## src/core/motion_cmd_pkg.sv

```systemverilog
// Constants for the stepper motion command decoder.
// Assumes a single pclk domain and an APB register port.
package motion_cmd_pkg;
    // Command codes
    localparam logic [7:0] CMD_TARGET_POS   = 8'hE0;
    localparam logic [7:0] CMD_TARGET_VEL   = 8'hE3;
    localparam logic [7:0] CMD_HALT_SET_POS = 8'hEC;
    localparam logic [7:0] CMD_HALT_HOLD    = 8'h89;
    localparam logic [7:0] CMD_GO_HOME      = 8'h97;
    localparam logic [7:0] CMD_RESET_TMO    = 8'h8C;
    localparam logic [7:0] CMD_DEENERGIZE   = 8'h86;
    localparam logic [7:0] CMD_ENERGIZE     = 8'h85;
    localparam logic [7:0] CMD_SET_CONFIG   = 8'h13;
    localparam logic [7:0] CMD_REINIT       = 8'h10;
    localparam logic [7:0] CMD_BOOTLOADER   = 8'hFF;

    // Command formats
    typedef enum logic [2:0] {
        FMT_QUICK, FMT_WRITE7, FMT_WRITE32, FMT_BLOCK_READ, FMT_CONFIG, FMT_UNKNOWN
    } cmd_fmt_e;

    // Input state codes
    localparam logic [2:0] IN_NOT_READY  = 3'h0;
    localparam logic [2:0] IN_INVALID    = 3'h1;
    localparam logic [2:0] IN_HALT       = 3'h2;
    localparam logic [2:0] IN_TARGET_POS = 3'h3;
    localparam logic [2:0] IN_TARGET_VEL = 3'h4;

    // Velocity limit, microsteps per 10,000 s
    localparam logic signed [31:0] VEL_LIMIT = 32'sd500000000;

    // Host interface sources
    localparam logic [1:0] SRC_SERIAL = 2'h0;
    localparam logic [1:0] SRC_I2C    = 2'h1;
    localparam logic [1:0] SRC_USB    = 2'h2;

    // Register byte offsets
    localparam logic [11:0] REG_CMD      = 12'h000;
    localparam logic [11:0] REG_DATA     = 12'h004;
    localparam logic [11:0] REG_CTRL     = 12'h008;
    localparam logic [11:0] REG_STATUS   = 12'h00C;
    localparam logic [11:0] REG_POSITION = 12'h010;
    localparam logic [11:0] REG_TARGET   = 12'h014;
    localparam logic [11:0] REG_SCALED   = 12'h018;
    localparam logic [11:0] REG_IRQ_STAT = 12'h01C;
    localparam logic [11:0] REG_IRQ_MASK = 12'h020;
    localparam logic [11:0] REG_WDOG     = 12'h024;

    // REG_CMD fields
    localparam int CMD_CODE_LSB = 0;
    localparam int CMD_SRC_LSB  = 8;
    // REG_CTRL fields
    localparam int CTRL_HOST_MODE = 0;
    localparam int CTRL_WDOG_EN   = 1;
    // REG_STATUS fields
    localparam int ST_DOUBT      = 0;
    localparam int ST_DEENERGIZE = 1;
    localparam int ST_DRV_EN     = 2;
    localparam int ST_HOMING     = 3;
    localparam int ST_HOME_FWD   = 4;
    localparam int ST_TIMEOUT    = 5;
    localparam int ST_BUSY       = 6;
    localparam int ST_INPUT_LSB  = 8;
    localparam int ST_MOTION_LSB = 12;
    // Interrupt bits
    localparam int IRQ_DONE     = 0;
    localparam int IRQ_REJECT   = 1;
    localparam int IRQ_TIMEOUT  = 2;
    localparam int IRQ_HOME     = 3;
    localparam int IRQ_WIDTH    = 4;

    // Motion modes
    localparam logic [1:0] MOT_IDLE = 2'h0;
    localparam logic [1:0] MOT_POS  = 2'h1;
    localparam logic [1:0] MOT_VEL  = 2'h2;

    localparam logic [31:0] WDOG_DEFAULT = 32'h0000_F424;
endpackage : motion_cmd_pkg

```

## src/core/stepper_motion_command_decoder.sv

```systemverilog
// Command decoder for a stepper motor controller, driven over APB.
// Assumes software forwards each host command with its source interface.
//
// Summary of operation
// RULE1: Each command is sorted into quick, 7-bit write, 32-bit write or block read; the code gives config write its own format.
// RULE2: Commands from all interfaces are taken, except USB-only ones from other sources.
// RULE3: The USB-only configuration write uses its own dedicated format.
// RULE4: Command E0 starts a move to the signed target in host mode, else is dropped.
// RULE5: Command E3 sets a target velocity within the limit in host mode, else is dropped.
// RULE6: Command EC halts, loads position, clears doubt, sets halt, zeroes scaled input in host mode.
// RULE7: Command 89 halts, sets doubt, sets halt and zeroes scaled input in host mode.
// RULE8: Command 97 starts homing, data 0 reverse and data 1 forward.
// RULE9: Command 8C restarts the command watchdog when it is enabled.
// RULE10: Command 86 disables the driver, sets doubt, power-down error, red lamp and fault.
// RULE11: Power-up undoes power-down except the doubt flag, which stays set.
// RULE12: Input state codes are 0 to 4 and halt writes code 2.
// RULE13: Command 85 clears the power-down error and re-enables the driver unless the watchdog has timed out.
// RULE14: Commands run in arrival order, one finished before the next is decoded.
`timescale 1ns/1ps
module stepper_motion_command_decoder
    import motion_cmd_pkg::*;
#(
    parameter logic [31:0] WDOG_PERIOD = WDOG_DEFAULT
) (
    input  wire logic        pclk,
    input  wire logic        presetn,
    input  wire logic        psel,
    input  wire logic        penable,
    input  wire logic        pwrite,
    input  wire logic [11:0] paddr,
    input  wire logic [31:0] pwdata,
    input  wire logic [3:0]  pstrb,
    output logic [31:0]      prdata,
    output logic             pready,
    output logic             pslverr,
    input  wire logic        home_done,
    output logic             drv_enable,
    output logic             red_led,
    output logic             fault_out,
    output logic             halt_pulse,
    output logic             home_start,
    output logic             home_fwd,
    output logic             irq
);

    // ----------------------------------------------------------------
    // Bus decode
    // ----------------------------------------------------------------
    logic        wr;
    logic        home_done_s1_q;
    logic        home_done_s2_q;
    assign wr = psel && penable && pwrite;
    logic [31:0]          data_q;
    logic [1:0]           ctrl_q;
    logic [IRQ_WIDTH-1:0] irq_stat_q;
    logic [IRQ_WIDTH-1:0] irq_mask_q;
    logic [31:0]          wdog_cnt_q;
    logic                 wdog_to_q;
    logic signed [31:0]   pos_q;
    logic signed [31:0]   target_q;
    logic signed [31:0]   scaled_q;
    logic [2:0]           input_q;
    logic [1:0]           motion_q;
    logic                 doubt_q;
    logic                 deen_q;
    logic                 homing_q;

    // ----------------------------------------------------------------
    // Command staging
    // ----------------------------------------------------------------
    logic       pend_q;
    logic [7:0] code_q;
    logic [1:0] src_q;
    logic [2:0] busy_q;
    logic       cmd_wr;

    // RULE14 one command at a time
    assign cmd_wr = wr && (paddr == REG_CMD) && pstrb[0] && !pend_q;

    always_ff @(posedge pclk or negedge presetn) begin
        if (!presetn) begin
            pend_q <= 1'b0;
            code_q <= 8'h00;
            src_q  <= 2'h0;
        end else if (cmd_wr) begin
            pend_q <= 1'b1;
            code_q <= pwdata[CMD_CODE_LSB +: 8];
            src_q  <= pwdata[CMD_SRC_LSB +: 2];
        end else begin
            pend_q <= 1'b0;
        end
    end

    // RULE1 format sorting
    cmd_fmt_e fmt;
    logic     usb_only;
    always_comb begin
        fmt      = FMT_UNKNOWN;
        usb_only = 1'b0;
        unique case (code_q)
            CMD_HALT_HOLD, CMD_RESET_TMO, CMD_DEENERGIZE, CMD_ENERGIZE: fmt = FMT_QUICK;
            CMD_GO_HOME:                                 fmt = FMT_WRITE7;
            CMD_TARGET_POS, CMD_TARGET_VEL, CMD_HALT_SET_POS: fmt = FMT_WRITE32;
            // RULE3 own format for config write
            CMD_SET_CONFIG: begin
                fmt      = FMT_CONFIG;
                usb_only = 1'b1;
            end
            CMD_REINIT, CMD_BOOTLOADER: begin
                fmt      = FMT_QUICK;
                usb_only = 1'b1;
            end
            default:                                     fmt = FMT_UNKNOWN;
        endcase
    end

    // RULE2 USB-only gate
    logic accept;
    logic host_mode;
    assign accept    = pend_q && !(usb_only && (src_q != SRC_USB)) && (fmt != FMT_UNKNOWN);
    assign host_mode = ctrl_q[CTRL_HOST_MODE];

    logic do_pos;
    logic do_vel;
    logic do_hsp;
    logic do_hold;
    logic do_home;
    logic do_tmo;
    logic do_deen;
    logic do_en;
    assign do_pos  = accept && (code_q == CMD_TARGET_POS) && host_mode;
    assign do_vel  = accept && (code_q == CMD_TARGET_VEL) && host_mode;
    assign do_hsp  = accept && (code_q == CMD_HALT_SET_POS) && host_mode;
    assign do_hold = accept && (code_q == CMD_HALT_HOLD) && host_mode;
    assign do_home = accept && (code_q == CMD_GO_HOME);
    assign do_tmo  = accept && (code_q == CMD_RESET_TMO);
    assign do_deen = accept && (code_q == CMD_DEENERGIZE);
    assign do_en   = accept && (code_q == CMD_ENERGIZE);

    logic signed [31:0] vel_clip;
    always_comb begin
        vel_clip = data_q;
        if ($signed(data_q) > VEL_LIMIT) begin
            vel_clip = VEL_LIMIT;
        end else if ($signed(data_q) < -VEL_LIMIT) begin
            vel_clip = -VEL_LIMIT;
        end
    end

    // ----------------------------------------------------------------
    // Motion state
    // ----------------------------------------------------------------
    always_ff @(posedge pclk or negedge presetn) begin
        if (!presetn) begin
            pos_q    <= 32'sh0000_0000;
            target_q <= 32'sh0000_0000;
            scaled_q <= 32'sh0000_0000;
            input_q  <= IN_NOT_READY;
            motion_q <= MOT_IDLE;
        end else if (do_pos) begin
            // RULE4 move toward target
            target_q <= data_q;
            scaled_q <= data_q;
            input_q  <= IN_TARGET_POS;
            motion_q <= MOT_POS;
        end else if (do_vel) begin
            // RULE5 clipped velocity target
            target_q <= vel_clip;
            scaled_q <= vel_clip;
            input_q  <= IN_TARGET_VEL;
            motion_q <= MOT_VEL;
        end else if (do_hsp) begin
            // RULE6 halt and load position
            pos_q    <= data_q;
            scaled_q <= 32'sh0000_0000;
            // RULE12 halt code
            input_q  <= IN_HALT;
            motion_q <= MOT_IDLE;
        end else if (do_hold || do_deen) begin
            // RULE7 abrupt halt
            scaled_q <= 32'sh0000_0000;
            input_q  <= do_hold ? IN_HALT : input_q;
            motion_q <= MOT_IDLE;
        end
    end

    // Position doubt flag
    always_ff @(posedge pclk or negedge presetn) begin
        if (!presetn) begin
            doubt_q <= 1'b0;
        end else if (do_hold || do_deen) begin
            // RULE10 doubt on power-down
            doubt_q <= 1'b1;
        end else if (do_hsp) begin
            doubt_q <= 1'b0;
        end
    end

    // Power-down error and driver outputs
    always_ff @(posedge pclk or negedge presetn) begin
        if (!presetn) begin
            deen_q     <= 1'b0;
            drv_enable <= 1'b1;
            red_led    <= 1'b0;
            fault_out  <= 1'b0;
        end else if (do_deen) begin
            // RULE10 coils off, fault shown
            deen_q     <= 1'b1;
            drv_enable <= 1'b0;
            red_led    <= 1'b1;
            fault_out  <= 1'b1;
        end else if (do_en) begin
            // RULE11 undo power-down
            // RULE13 driver back on
            deen_q     <= 1'b0;
            drv_enable <= !wdog_to_q;
            red_led    <= wdog_to_q;
            fault_out  <= wdog_to_q;
        end else if (wdog_to_q) begin
            drv_enable <= 1'b0;
            red_led    <= 1'b1;
            fault_out  <= 1'b1;
        end
    end

    // RULE8 homing start
    always_ff @(posedge pclk or negedge presetn) begin
        if (!presetn) begin
            homing_q   <= 1'b0;
            home_start <= 1'b0;
            home_fwd   <= 1'b0;
        end else begin
            home_start <= do_home;
            if (do_home) begin
                homing_q <= 1'b1;
                home_fwd <= data_q[0];
            end else if (home_done_s2_q) begin
                homing_q <= 1'b0;
            end
        end
    end

    always_ff @(posedge pclk or negedge presetn) begin
        if (!presetn) begin
            halt_pulse <= 1'b0;
        end else begin
            halt_pulse <= do_hsp || do_hold || do_deen;
        end
    end

    always_ff @(posedge pclk or negedge presetn) begin
        if (!presetn) begin
            home_done_s1_q <= 1'b0;
            home_done_s2_q <= 1'b0;
        end else begin
            home_done_s1_q <= home_done;
            home_done_s2_q <= home_done_s1_q;
        end
    end

    // RULE9 watchdog restart
    always_ff @(posedge pclk or negedge presetn) begin
        if (!presetn) begin
            wdog_cnt_q <= WDOG_DEFAULT;
            wdog_to_q  <= 1'b0;
        end else if (!ctrl_q[CTRL_WDOG_EN]) begin
            wdog_cnt_q <= WDOG_PERIOD;
            wdog_to_q  <= 1'b0;
        end else if (do_tmo) begin
            wdog_cnt_q <= WDOG_PERIOD;
            wdog_to_q  <= 1'b0;
        end else if (wdog_cnt_q != 32'h0000_0000) begin
            wdog_cnt_q <= wdog_cnt_q - 32'h0000_0001;
        end else begin
            wdog_to_q <= 1'b1;
        end
    end

    // ----------------------------------------------------------------
    // Software registers
    // ----------------------------------------------------------------
    always_ff @(posedge pclk or negedge presetn) begin
        if (!presetn) begin
            data_q <= 32'h0000_0000;
            ctrl_q <= 2'h0;
        end else begin
            if (wr && (paddr == REG_DATA) && !pend_q) begin
                data_q <= pwdata;
            end
            if (wr && (paddr == REG_CTRL)) begin
                ctrl_q <= pwdata[1:0];
            end
        end
    end

    logic [IRQ_WIDTH-1:0] irq_set;
    logic                 wdog_to_d1_q;
    assign irq_set = {home_done_s2_q && homing_q, wdog_to_q && !wdog_to_d1_q,
                      pend_q && !accept, accept};

    // Sticky events, set wins over clear
    always_ff @(posedge pclk or negedge presetn) begin
        if (!presetn) begin
            irq_stat_q   <= '0;
            irq_mask_q   <= '0;
            wdog_to_d1_q <= 1'b0;
            irq          <= 1'b0;
        end else begin
            wdog_to_d1_q <= wdog_to_q;
            if (wr && (paddr == REG_IRQ_STAT)) begin
                irq_stat_q <= (irq_stat_q & ~pwdata[IRQ_WIDTH-1:0]) | irq_set;
            end else begin
                irq_stat_q <= irq_stat_q | irq_set;
            end
            if (wr && (paddr == REG_IRQ_MASK)) begin
                irq_mask_q <= pwdata[IRQ_WIDTH-1:0];
            end
            irq <= |(irq_stat_q & irq_mask_q);
        end
    end

    logic [31:0] status;
    always_comb begin
        status                     = 32'h0000_0000;
        status[ST_DOUBT]           = doubt_q;
        status[ST_DEENERGIZE]      = deen_q;
        status[ST_DRV_EN]          = drv_enable;
        status[ST_HOMING]          = homing_q;
        status[ST_HOME_FWD]        = home_fwd;
        status[ST_TIMEOUT]         = wdog_to_q;
        status[ST_BUSY]            = pend_q;
        status[ST_INPUT_LSB +: 3]  = input_q;
        status[ST_MOTION_LSB +: 2] = motion_q;
    end

    logic [31:0] rd_d;
    logic        bad;
    always_comb begin
        rd_d = 32'h0000_0000;
        bad  = 1'b0;
        unique case (paddr)
            REG_CMD:      rd_d = {22'h0, src_q, code_q};
            REG_DATA:     rd_d = data_q;
            REG_CTRL:     rd_d = {30'h0, ctrl_q};
            REG_STATUS:   rd_d = status;
            REG_POSITION: rd_d = pos_q;
            REG_TARGET:   rd_d = target_q;
            REG_SCALED:   rd_d = scaled_q;
            REG_IRQ_STAT: rd_d = {28'h0, irq_stat_q};
            REG_IRQ_MASK: rd_d = {28'h0, irq_mask_q};
            REG_WDOG:     rd_d = wdog_cnt_q;
            default:      bad  = 1'b1;
        endcase
    end

    // Zero-wait answer registered in setup phase
    always_ff @(posedge pclk or negedge presetn) begin
        if (!presetn) begin
            prdata  <= 32'h0000_0000;
            pready  <= 1'b0;
            pslverr <= 1'b0;
        end else begin
            pready  <= psel && !penable;
            pslverr <= psel && !penable && bad;
            prdata  <= (psel && !penable && !pwrite) ? rd_d : 32'h0000_0000;
        end
    end

endmodule : stepper_motion_command_decoder

```

## config.mk

```make
export PLATFORM = sky130hd
export DESIGN_NAME = stepper_motion_command_decoder
export DESIGN_NICKNAME = d
export VERILOG_FILES = /design/src/core/motion_cmd_pkg.sv /design/src/core/stepper_motion_command_decoder.sv
export SDC_FILE = /design/constraint.sdc
export NUM_CORES = 1
export LEC_CHECK = 0
export BUFFER_PORTS_ARGS = -buffer_cell sky130_fd_sc_hd__buf_2
export CAP_MARGIN = 25
export CORE_MARGIN = 2
export CORE_UTILIZATION = 30
export DETAILED_ROUTE_END_ITERATION = 10
export SYNTH_ARGS = -nofsm -noshare
export SYNTH_HDL_FRONTEND = slang
export SYNTH_SLANG_ARGS = --single-unit
```

## constraint.sdc

```tcl
create_clock -name pclk -period 2.7 [get_ports pclk]
set_clock_uncertainty 0.1 [all_clocks]
set_input_delay 0.405 -clock pclk [delete_from_list [all_inputs] [get_ports pclk]]
set_output_delay 0.405 -clock pclk [all_outputs]
set_load 0.1 [all_outputs]
```

==> results of run 1 <==
cell usage after synthesis, drive strengths merged (12+ instances only):
library cell	n	share of area
xnor2	16	0.013
a21oi	43	0.021
clkbuf	51	0.018
o21ai	27	0.013
dfrtp	225	0.54
inv	14	0.0050
nor3	28	0.013
xor2	17	0.014
a22oi	47	0.034
mux2	79	0.085
a22o	15	0.013
nand3	21	0.010
a221o	25	0.024
nor2	62	0.022
a222oi	24	0.023
nand2	49	0.018
buf	12	0.0075
layout make-up:
| type | count | share of cell area |
|---|---|---|
| Clock inverter | 12 | 0.01311 |
| Clock buffer | 34 | 0.05746 |
| Timing Repair Buffer | 182 | 0.1054 |
| Sequential cell | 233 | 0.4405 |
| Tap cell | 455 | 0.04293 |
| Multi-Input combinational cell | 604 | 0.3366 |
| Inverter | 14 | 0.003963 |
power groups by stage:
stage                     Clock (mW)  Combinational [mW]  Sequential (mW)
final                           3.83               0.187             3.50
after global placement             0               0.182             3.56
after CTS                       3.89               0.194             3.50
after global routing            4.04               0.211             3.50
after floorplan                    0              0.0255             3.57
after detailed placement           0               0.184             3.56
kinds of logic after synthesis:
logic type,Yosys count,synth area share
AOI/OAI and AO/OA,243,0.1743
xor gates and xnor gates,33,0.02756
DFF,233,0.5569
buffers and inverters,77,0.03078
and+or+nand+nor,241,0.1175
muxes,85,0.09055
adders and majority gates,2,0.002386
sequential cells by signal, indices dropped and copies added (netlist names), 3 cells and up:
signal	cells
irq_mask_q	4
target_q	32
scaled_q	32
irq_stat_q	4
input_q	3
prdata	32
pos_q	32
code_q	8
wdog_cnt_q	32
data_q	32
layer usage:
metal  routed length (microns)  global-route usage
met1                     14440              0.2427
met4                       969             0.06231
met5                        13                   0
met2                     15170              0.2836
met3                      1779             0.02589
worst min path at each step:
stage | to | cells past startpoint
CTS | data_q[17] | 2
global placement | home_done_s2_q | 0
finish | data_q[14] | 2
floorplan | code_q[0] | 0
detailed placement | home_done_s2_q | 0
global route | data_q[26] | 2
through the flow:
step	hold WS [ns]	util	area, sq um
final	0.01633	0.3849	13260
after global routing	0.003760	0.3849	13260
after CTS	0.0006544	0.3805	13110
after detailed placement	0.2347	0.3508	12090
after global placement	0.2387	0.3508	12090
after floorplan	0.009409	-	10520
worst max-delay path: stages (launching register included):
cell and delay [ns]:
dfrtp_1 0.38, a21o_1 0.20, a311oi_2 0.24, o21bai_2 0.11
a211oi_2 0.18, o21ai_1 0.08, a21oi_1 0.19, ha_2 0.25
nand2b_4 0.14, o41ai_2 0.07, a211o_1 0.28, and2_4 0.21
a22o_1 0.24
repair_timing:
| item | CTS | global route |
|---|---|---|
| gates cloned | 0 | 2 |
| hold endpoints to repair | 51 | 0 |
| buffers inserted | 0 | 1 |
| hold buffers | 8 | 0 |
| pin swaps | 2 | 17 |
| endpoints found under the setup margin | 35 | 66 |
| gates resized for setup | 2 | 28 |
==> metrics.md, run 1 <==
| Metric | Value |
|---|---|
| Status | complete, but fails checks |
| Failing checks | negative setup slack |
| FF+latch area | 5842 sq um |
| Post-Layout Cell Count | 1,534 |
| CTS clock-pin slew for the worst setup and hold paths | 0.06 ns |
| Die Y | 191.0 microns |
| Critical Path End | scaled_q[0] |
| Peak fanout along the critical path | 12 |
| Clk root buf | clkbuf_16 |
| Synth Instances | 914 |
| Setup CP Type | flop to flop |
| Flop pwr share | 0.466 |
| Multi-input logic area | 4464 sq um |
| Crit share post-route | 1.029 |
| CP required | 3.02 ns |
| Sw frac | 0.2116 |
| Setup TNS | -0.7930 ns |
| First-pass GRT wire length | 49,660 microns |
| Total GRT Usage | 0.1765 |
| Die Area | 36,470 sq um |
| Pwr Density | 566.4 nW/um^2 |
| Largest net degree at the start of global routing | 82 |
| # IOs | 95 |
| Pins Over Slew Limit | 0 |
| Via/cell ratio | 5.458 |
| # nets final | 1,117 |
| Relative slew margins | 0.5984 |
| Rows | 68 |
| Type of origin of the critical path | flop |
| Post-synth ARST share | 1.000 |
| Actual slew at the worst max-slew pin | 0.5941 ns |
| Synth-to-Final Area Change | 26.45% |
| Origin of the worst min-delay path | pwdata[14] |
| Worst slack, placed | -0.1605 ns |
| Final hold vios | 0 |
| Starting Density | 0.3044 |
| EDFF count, synth | 0 |
| Chip width | 191.0 microns |
| Unique masters post-synth | 62 |
| Leak | 5.964 nW |
| Min-delay worst type | input pin to flop |
| Clock sink count | 233 |
| PortBufs | 91 |
| Worst vdd ir | 0.0004967 V |
| Dpl cells | 1,477 |
| Worst Path Arrival | 3.10 ns |
| RSZ-0062 raised after global routing | true |
| Reg-to-reg startpoint | data_q[8] |
| Most frequent cells in the layout | dfrtp_1 (224), buf_2 (90), mux2_2 (79), buf_4 (63), nor2_1 (59) |
| Number of synthesis warnings | 0 |
| H-tree levels | 1 |
| Syn avg cell area | 11.47 sq um |
| Syn Std Cell Area | 10,490 sq um |
| ANT nets after route | 0 |
| Worst R2R Path Depth | 12 |
| Initial antenna violation count | 1 |
| Final setup viols | 12 |
| DR pass1 iterations | 8 |
| Final HPWL DP | 21,230 microns |
| Combinational share of power | 0.025 |
| Max-Cap Viols | 0 |
| CTS Buf Count | 26 |
| GPL Wtd Cong | 0.8732 |
| Total power | 7.511 mW |
| Ant. Diodes | 0 |
| Register area share after synthesis | 0.5569 |
| Iter 0 DRT Violations | 750 |
| Fmax | 359.9 MHz |
| Mapped Nets | 970 |
| Final worst slack | -0.07859 ns |
| Sw Pwr | 1.589 mW |
| Commonest non-fill, non-tap cell in the layout | dfrtp_1 |
| Routed wire length | 32,370 microns |
| WL per Instance | 21.10 microns |
| Int Pwr | 5.922 mW |
| CTS tree | done |
| Remaining DRCs | 0 |
| Post-synth top flop | dfrtp_1 |
| Share of cells above drive strength 1 | 0.3170 |
| Fillers | 3,300 |
| Vias in the first global route | 8,527 |
| GR Overflow Total | 0 |
| Post-route minimum period | 2.779 ns |
| Clock buffer depth | 3 |
| Worst Setup SP | data_q[8] |
| R2R Setup Slk | -0.08 ns |
| Core Area | 34,460 sq um |
| Clk_lat worst skew | 0.53 ns |
| Crit path capture type | flop |
| Via count | 8,373 |
| Reg-to-reg endpoint | scaled_q[0] |
| Flops & latches, synth | 233 |
| Clock share of power | 0.509 |
Power figures use the tool's default switching activity.
==> inputs of run 2 (changes only) <==
--- a/config.mk
+++ b/config.mk
@@ -5,11 +5,12 @@
 export SDC_FILE = /design/constraint.sdc
 export NUM_CORES = 1
 export LEC_CHECK = 0
+export ABC_AREA = 1
 export BUFFER_PORTS_ARGS = -buffer_cell sky130_fd_sc_hd__buf_2
-export CAP_MARGIN = 25
 export CORE_MARGIN = 2
 export CORE_UTILIZATION = 30
 export DETAILED_ROUTE_END_ITERATION = 10
+export MAX_ROUTING_LAYER = met4
 export SYNTH_ARGS = -nofsm -noshare
 export SYNTH_HDL_FRONTEND = slang
 export SYNTH_SLANG_ARGS = --single-unit
==> metrics.md, run 2 <==
| Metric | Value |
|---|---|
| Status | finished clean |
| GPL Wtd Cong | 0.8799 |
| Worst Setup SP | code_q[2] |
| Ant. Diodes | 0 |
| Final HPWL DP | 24,170 microns |
| Pwr Density | 543.4 nW/um^2 |
| Via count | 10,150 |
| Final setup viols | 0 |
| # IOs | 95 |
| Type of origin of the critical path | flop |
| Die Area | 39,520 sq um |
| Final hold vios | 0 |
| Peak fanout along the critical path | 41 |
| Starting Density | 0.3036 |
| WL per Instance | 16.29 microns |
| Register area share after synthesis | 0.5131 |
| Most common cell in the netlist | nand2_1 |
| CTS clock-pin slew for the worst setup and hold paths | 0.06 ns |
| Final worst slack | 0.1789 ns |
| Chip width | 198.8 microns |
| Remaining DRCs | 0 |
| Max-Cap Viols | 0 |
| Core Area | 37,490 sq um |
| Flops & latches, synth | 233 |
| Synth Instances | 1,456 |
| PortBufs | 91 |
| CTS Buf Count | 26 |
| Initial antenna violation count | 0 |
| Routed wire length | 34,110 microns |
| Post-synth top flop | dfrtp_1 |
| CP required | 3.02 ns |
| Commonest non-fill, non-tap cell in the layout | nand2_1 |
| Via/cell ratio | 4.846 |
| Crit path capture type | flop |
| Clk root buf | clkbuf_16 |
| Most frequent cells in the layout | nand2_1 (351), nor2_1 (263), dfrtp_1 (225), inv_1 (131), nand3_1 (113) |
| RSZ-0062 raised after global routing | false |
| Pins Over Slew Limit | 0 |
| Clk_lat worst skew | 0.54 ns |
| Min-delay worst type | input pin to flop |
| Most frequent cells after synthesis | nand2_1 (352), nor2_1 (268), dfrtp_1 (225) |
| Clock buffer depth | 3 |
| WHS | 0.01567 ns |
| Relative slew margins | 0.5365 |
| Worst Path Arrival | 2.85 ns |
| FF+latch area | 5841 sq um |
| DR pass1 iterations | 7 |
| Post-synth ARST share | 1.000 |
| Rows | 71 |
| Share of cells above drive strength 1 | 0.1346 |
| Total power | 7.393 mW |
| Iter 0 DRT Violations | 841 |
| CTS tree | done |
| Yosys top cell by area | dfrtp_1 |
| Post-layout util | 0.3629 |
| Worst slack, placed | 0.1914 ns |
| H-tree levels | 1 |
| Mapped Nets | 1,512 |
| Origin of the worst min-delay path | pwdata[10] |
| GR Overflow Total | 0 |
| Synth-to-Final Area Change | 19.52% |
| Largest net degree at the start of global routing | 66 |
| EDFF count, synth | 0 |
| Unique masters post-synth | 43 |
| Total GRT Usage | 0.1804 |
| Fmax | 396.7 MHz |
| R2R Setup Slk | 0.18 ns |
| Vias in the first global route | 9,878 |
| Die Y | 198.8 microns |
| Ranking of synthesized cells by area | dfrtp_1 (49%), nand2_1 (12%), nor2_1 (8.8%) |
| Clock sink count | 233 |
| Syn avg cell area | 7.817 sq um |
| Multi-input logic area | 4718 sq um |
| ANT nets after route | 0 |
| Setup CP Type | flop to flop |
| Setup TNS | 0 ns |
| Syn Std Cell Area | 11,380 sq um |
| Leak | 6.978 nW |
| Reg-to-reg startpoint | code_q[2] |
| Crit share post-route | 0.9337 |
| Post-route minimum period | 2.521 ns |
| First-pass GRT wire length | 54,520 microns |
| # nets final | 1,620 |
| Worst vdd ir | 0.0004944 V |
| Number of synthesis warnings | 0 |
| Actual slew at the worst max-slew pin | 0.6926 ns |
| Fillers | 3,954 |
| Post-synth top area share | 0.4947 |
run 2: timing repair:
action / CTS / global route
endpoints found under the hold margin: 62 / 0
buffers inserted: 0 / 0
hold buffers: 5 / 0
setup endpoints to repair: 0 / 7
gates resized for setup: 0 / 3
run 2: cell families (layout without fill, tap and decap cells):
| kind of cell | Yosys count | count (layout) | synth area share |
|---|---|---|---|
| AOI/OAI and AO/OA | 212 | 212 | 0.1103 |
| and+or+nand+nor | 796 | 796 | 0.2886 |
| DFF | 233 | 233 | 0.5131 |
| xor gates and xnor gates | 15 | 15 | 0.01154 |
| adders and majority gates | 2 | 2 | 0.002198 |
| buffers and inverters | 198 | 325 | 0.07431 |
run 2: final timing paths:
check,endpoint,cells past startpoint
hold reg to reg,home_done_s2_q,0
setup / recovery,scaled_q[27],12
max in group asynchronous,drv_enable,3
hold / removal,data_q[10],3
min in group asynchronous,data_q[5],2
setup reg to reg,scaled_q[27],12
run 2: routing by layer:
layer  vias up  share of wire  GRT usage
met5         -              0          -
met4         0          0.017    0.04699
met3        47          0.071    0.02848
met2       323           0.45     0.2765
met1      4855           0.46     0.2493
li1       4922              -          -
run 2: through the flow:
stage               cell area [sq um]  instances
global route                    13600       2094
detailed placement              12660       2042
floorplan                       11380       1456
finish                          13600       2094
global placement                12660       2042
CTS                             13600       2094
run 2: worst max-delay path, cell delays in order (launching register included):
cell and delay (ns):
dfrtp_1 0.37, inv_1 0.13, nor2_2 0.18, nand3_1 0.11, nor3_1 0.28, nor2_1 0.09, nand2_2 0.17, nand2_2 0.11
nor2_2 0.20, o21ai_4 0.24, buf_12 0.25, nand3_1 0.11, nand2_1 0.05
run 2: report_power, final:
part / switching, mW / internal, mW
logic: 0.125 / 0.0518
clock network: 1.46 / 2.26
registers: 0.00202 / 3.50
run 2: layout make-up:
class	count	area share
Tap cell	511	0.04700
Clock buffer	34	0.05307
Multi-Input combinational cell	1025	0.3468
Timing Repair Buffer	143	0.07422
Clock inverter	13	0.01232
Inverter	135	0.03725
Sequential cell	233	0.4293
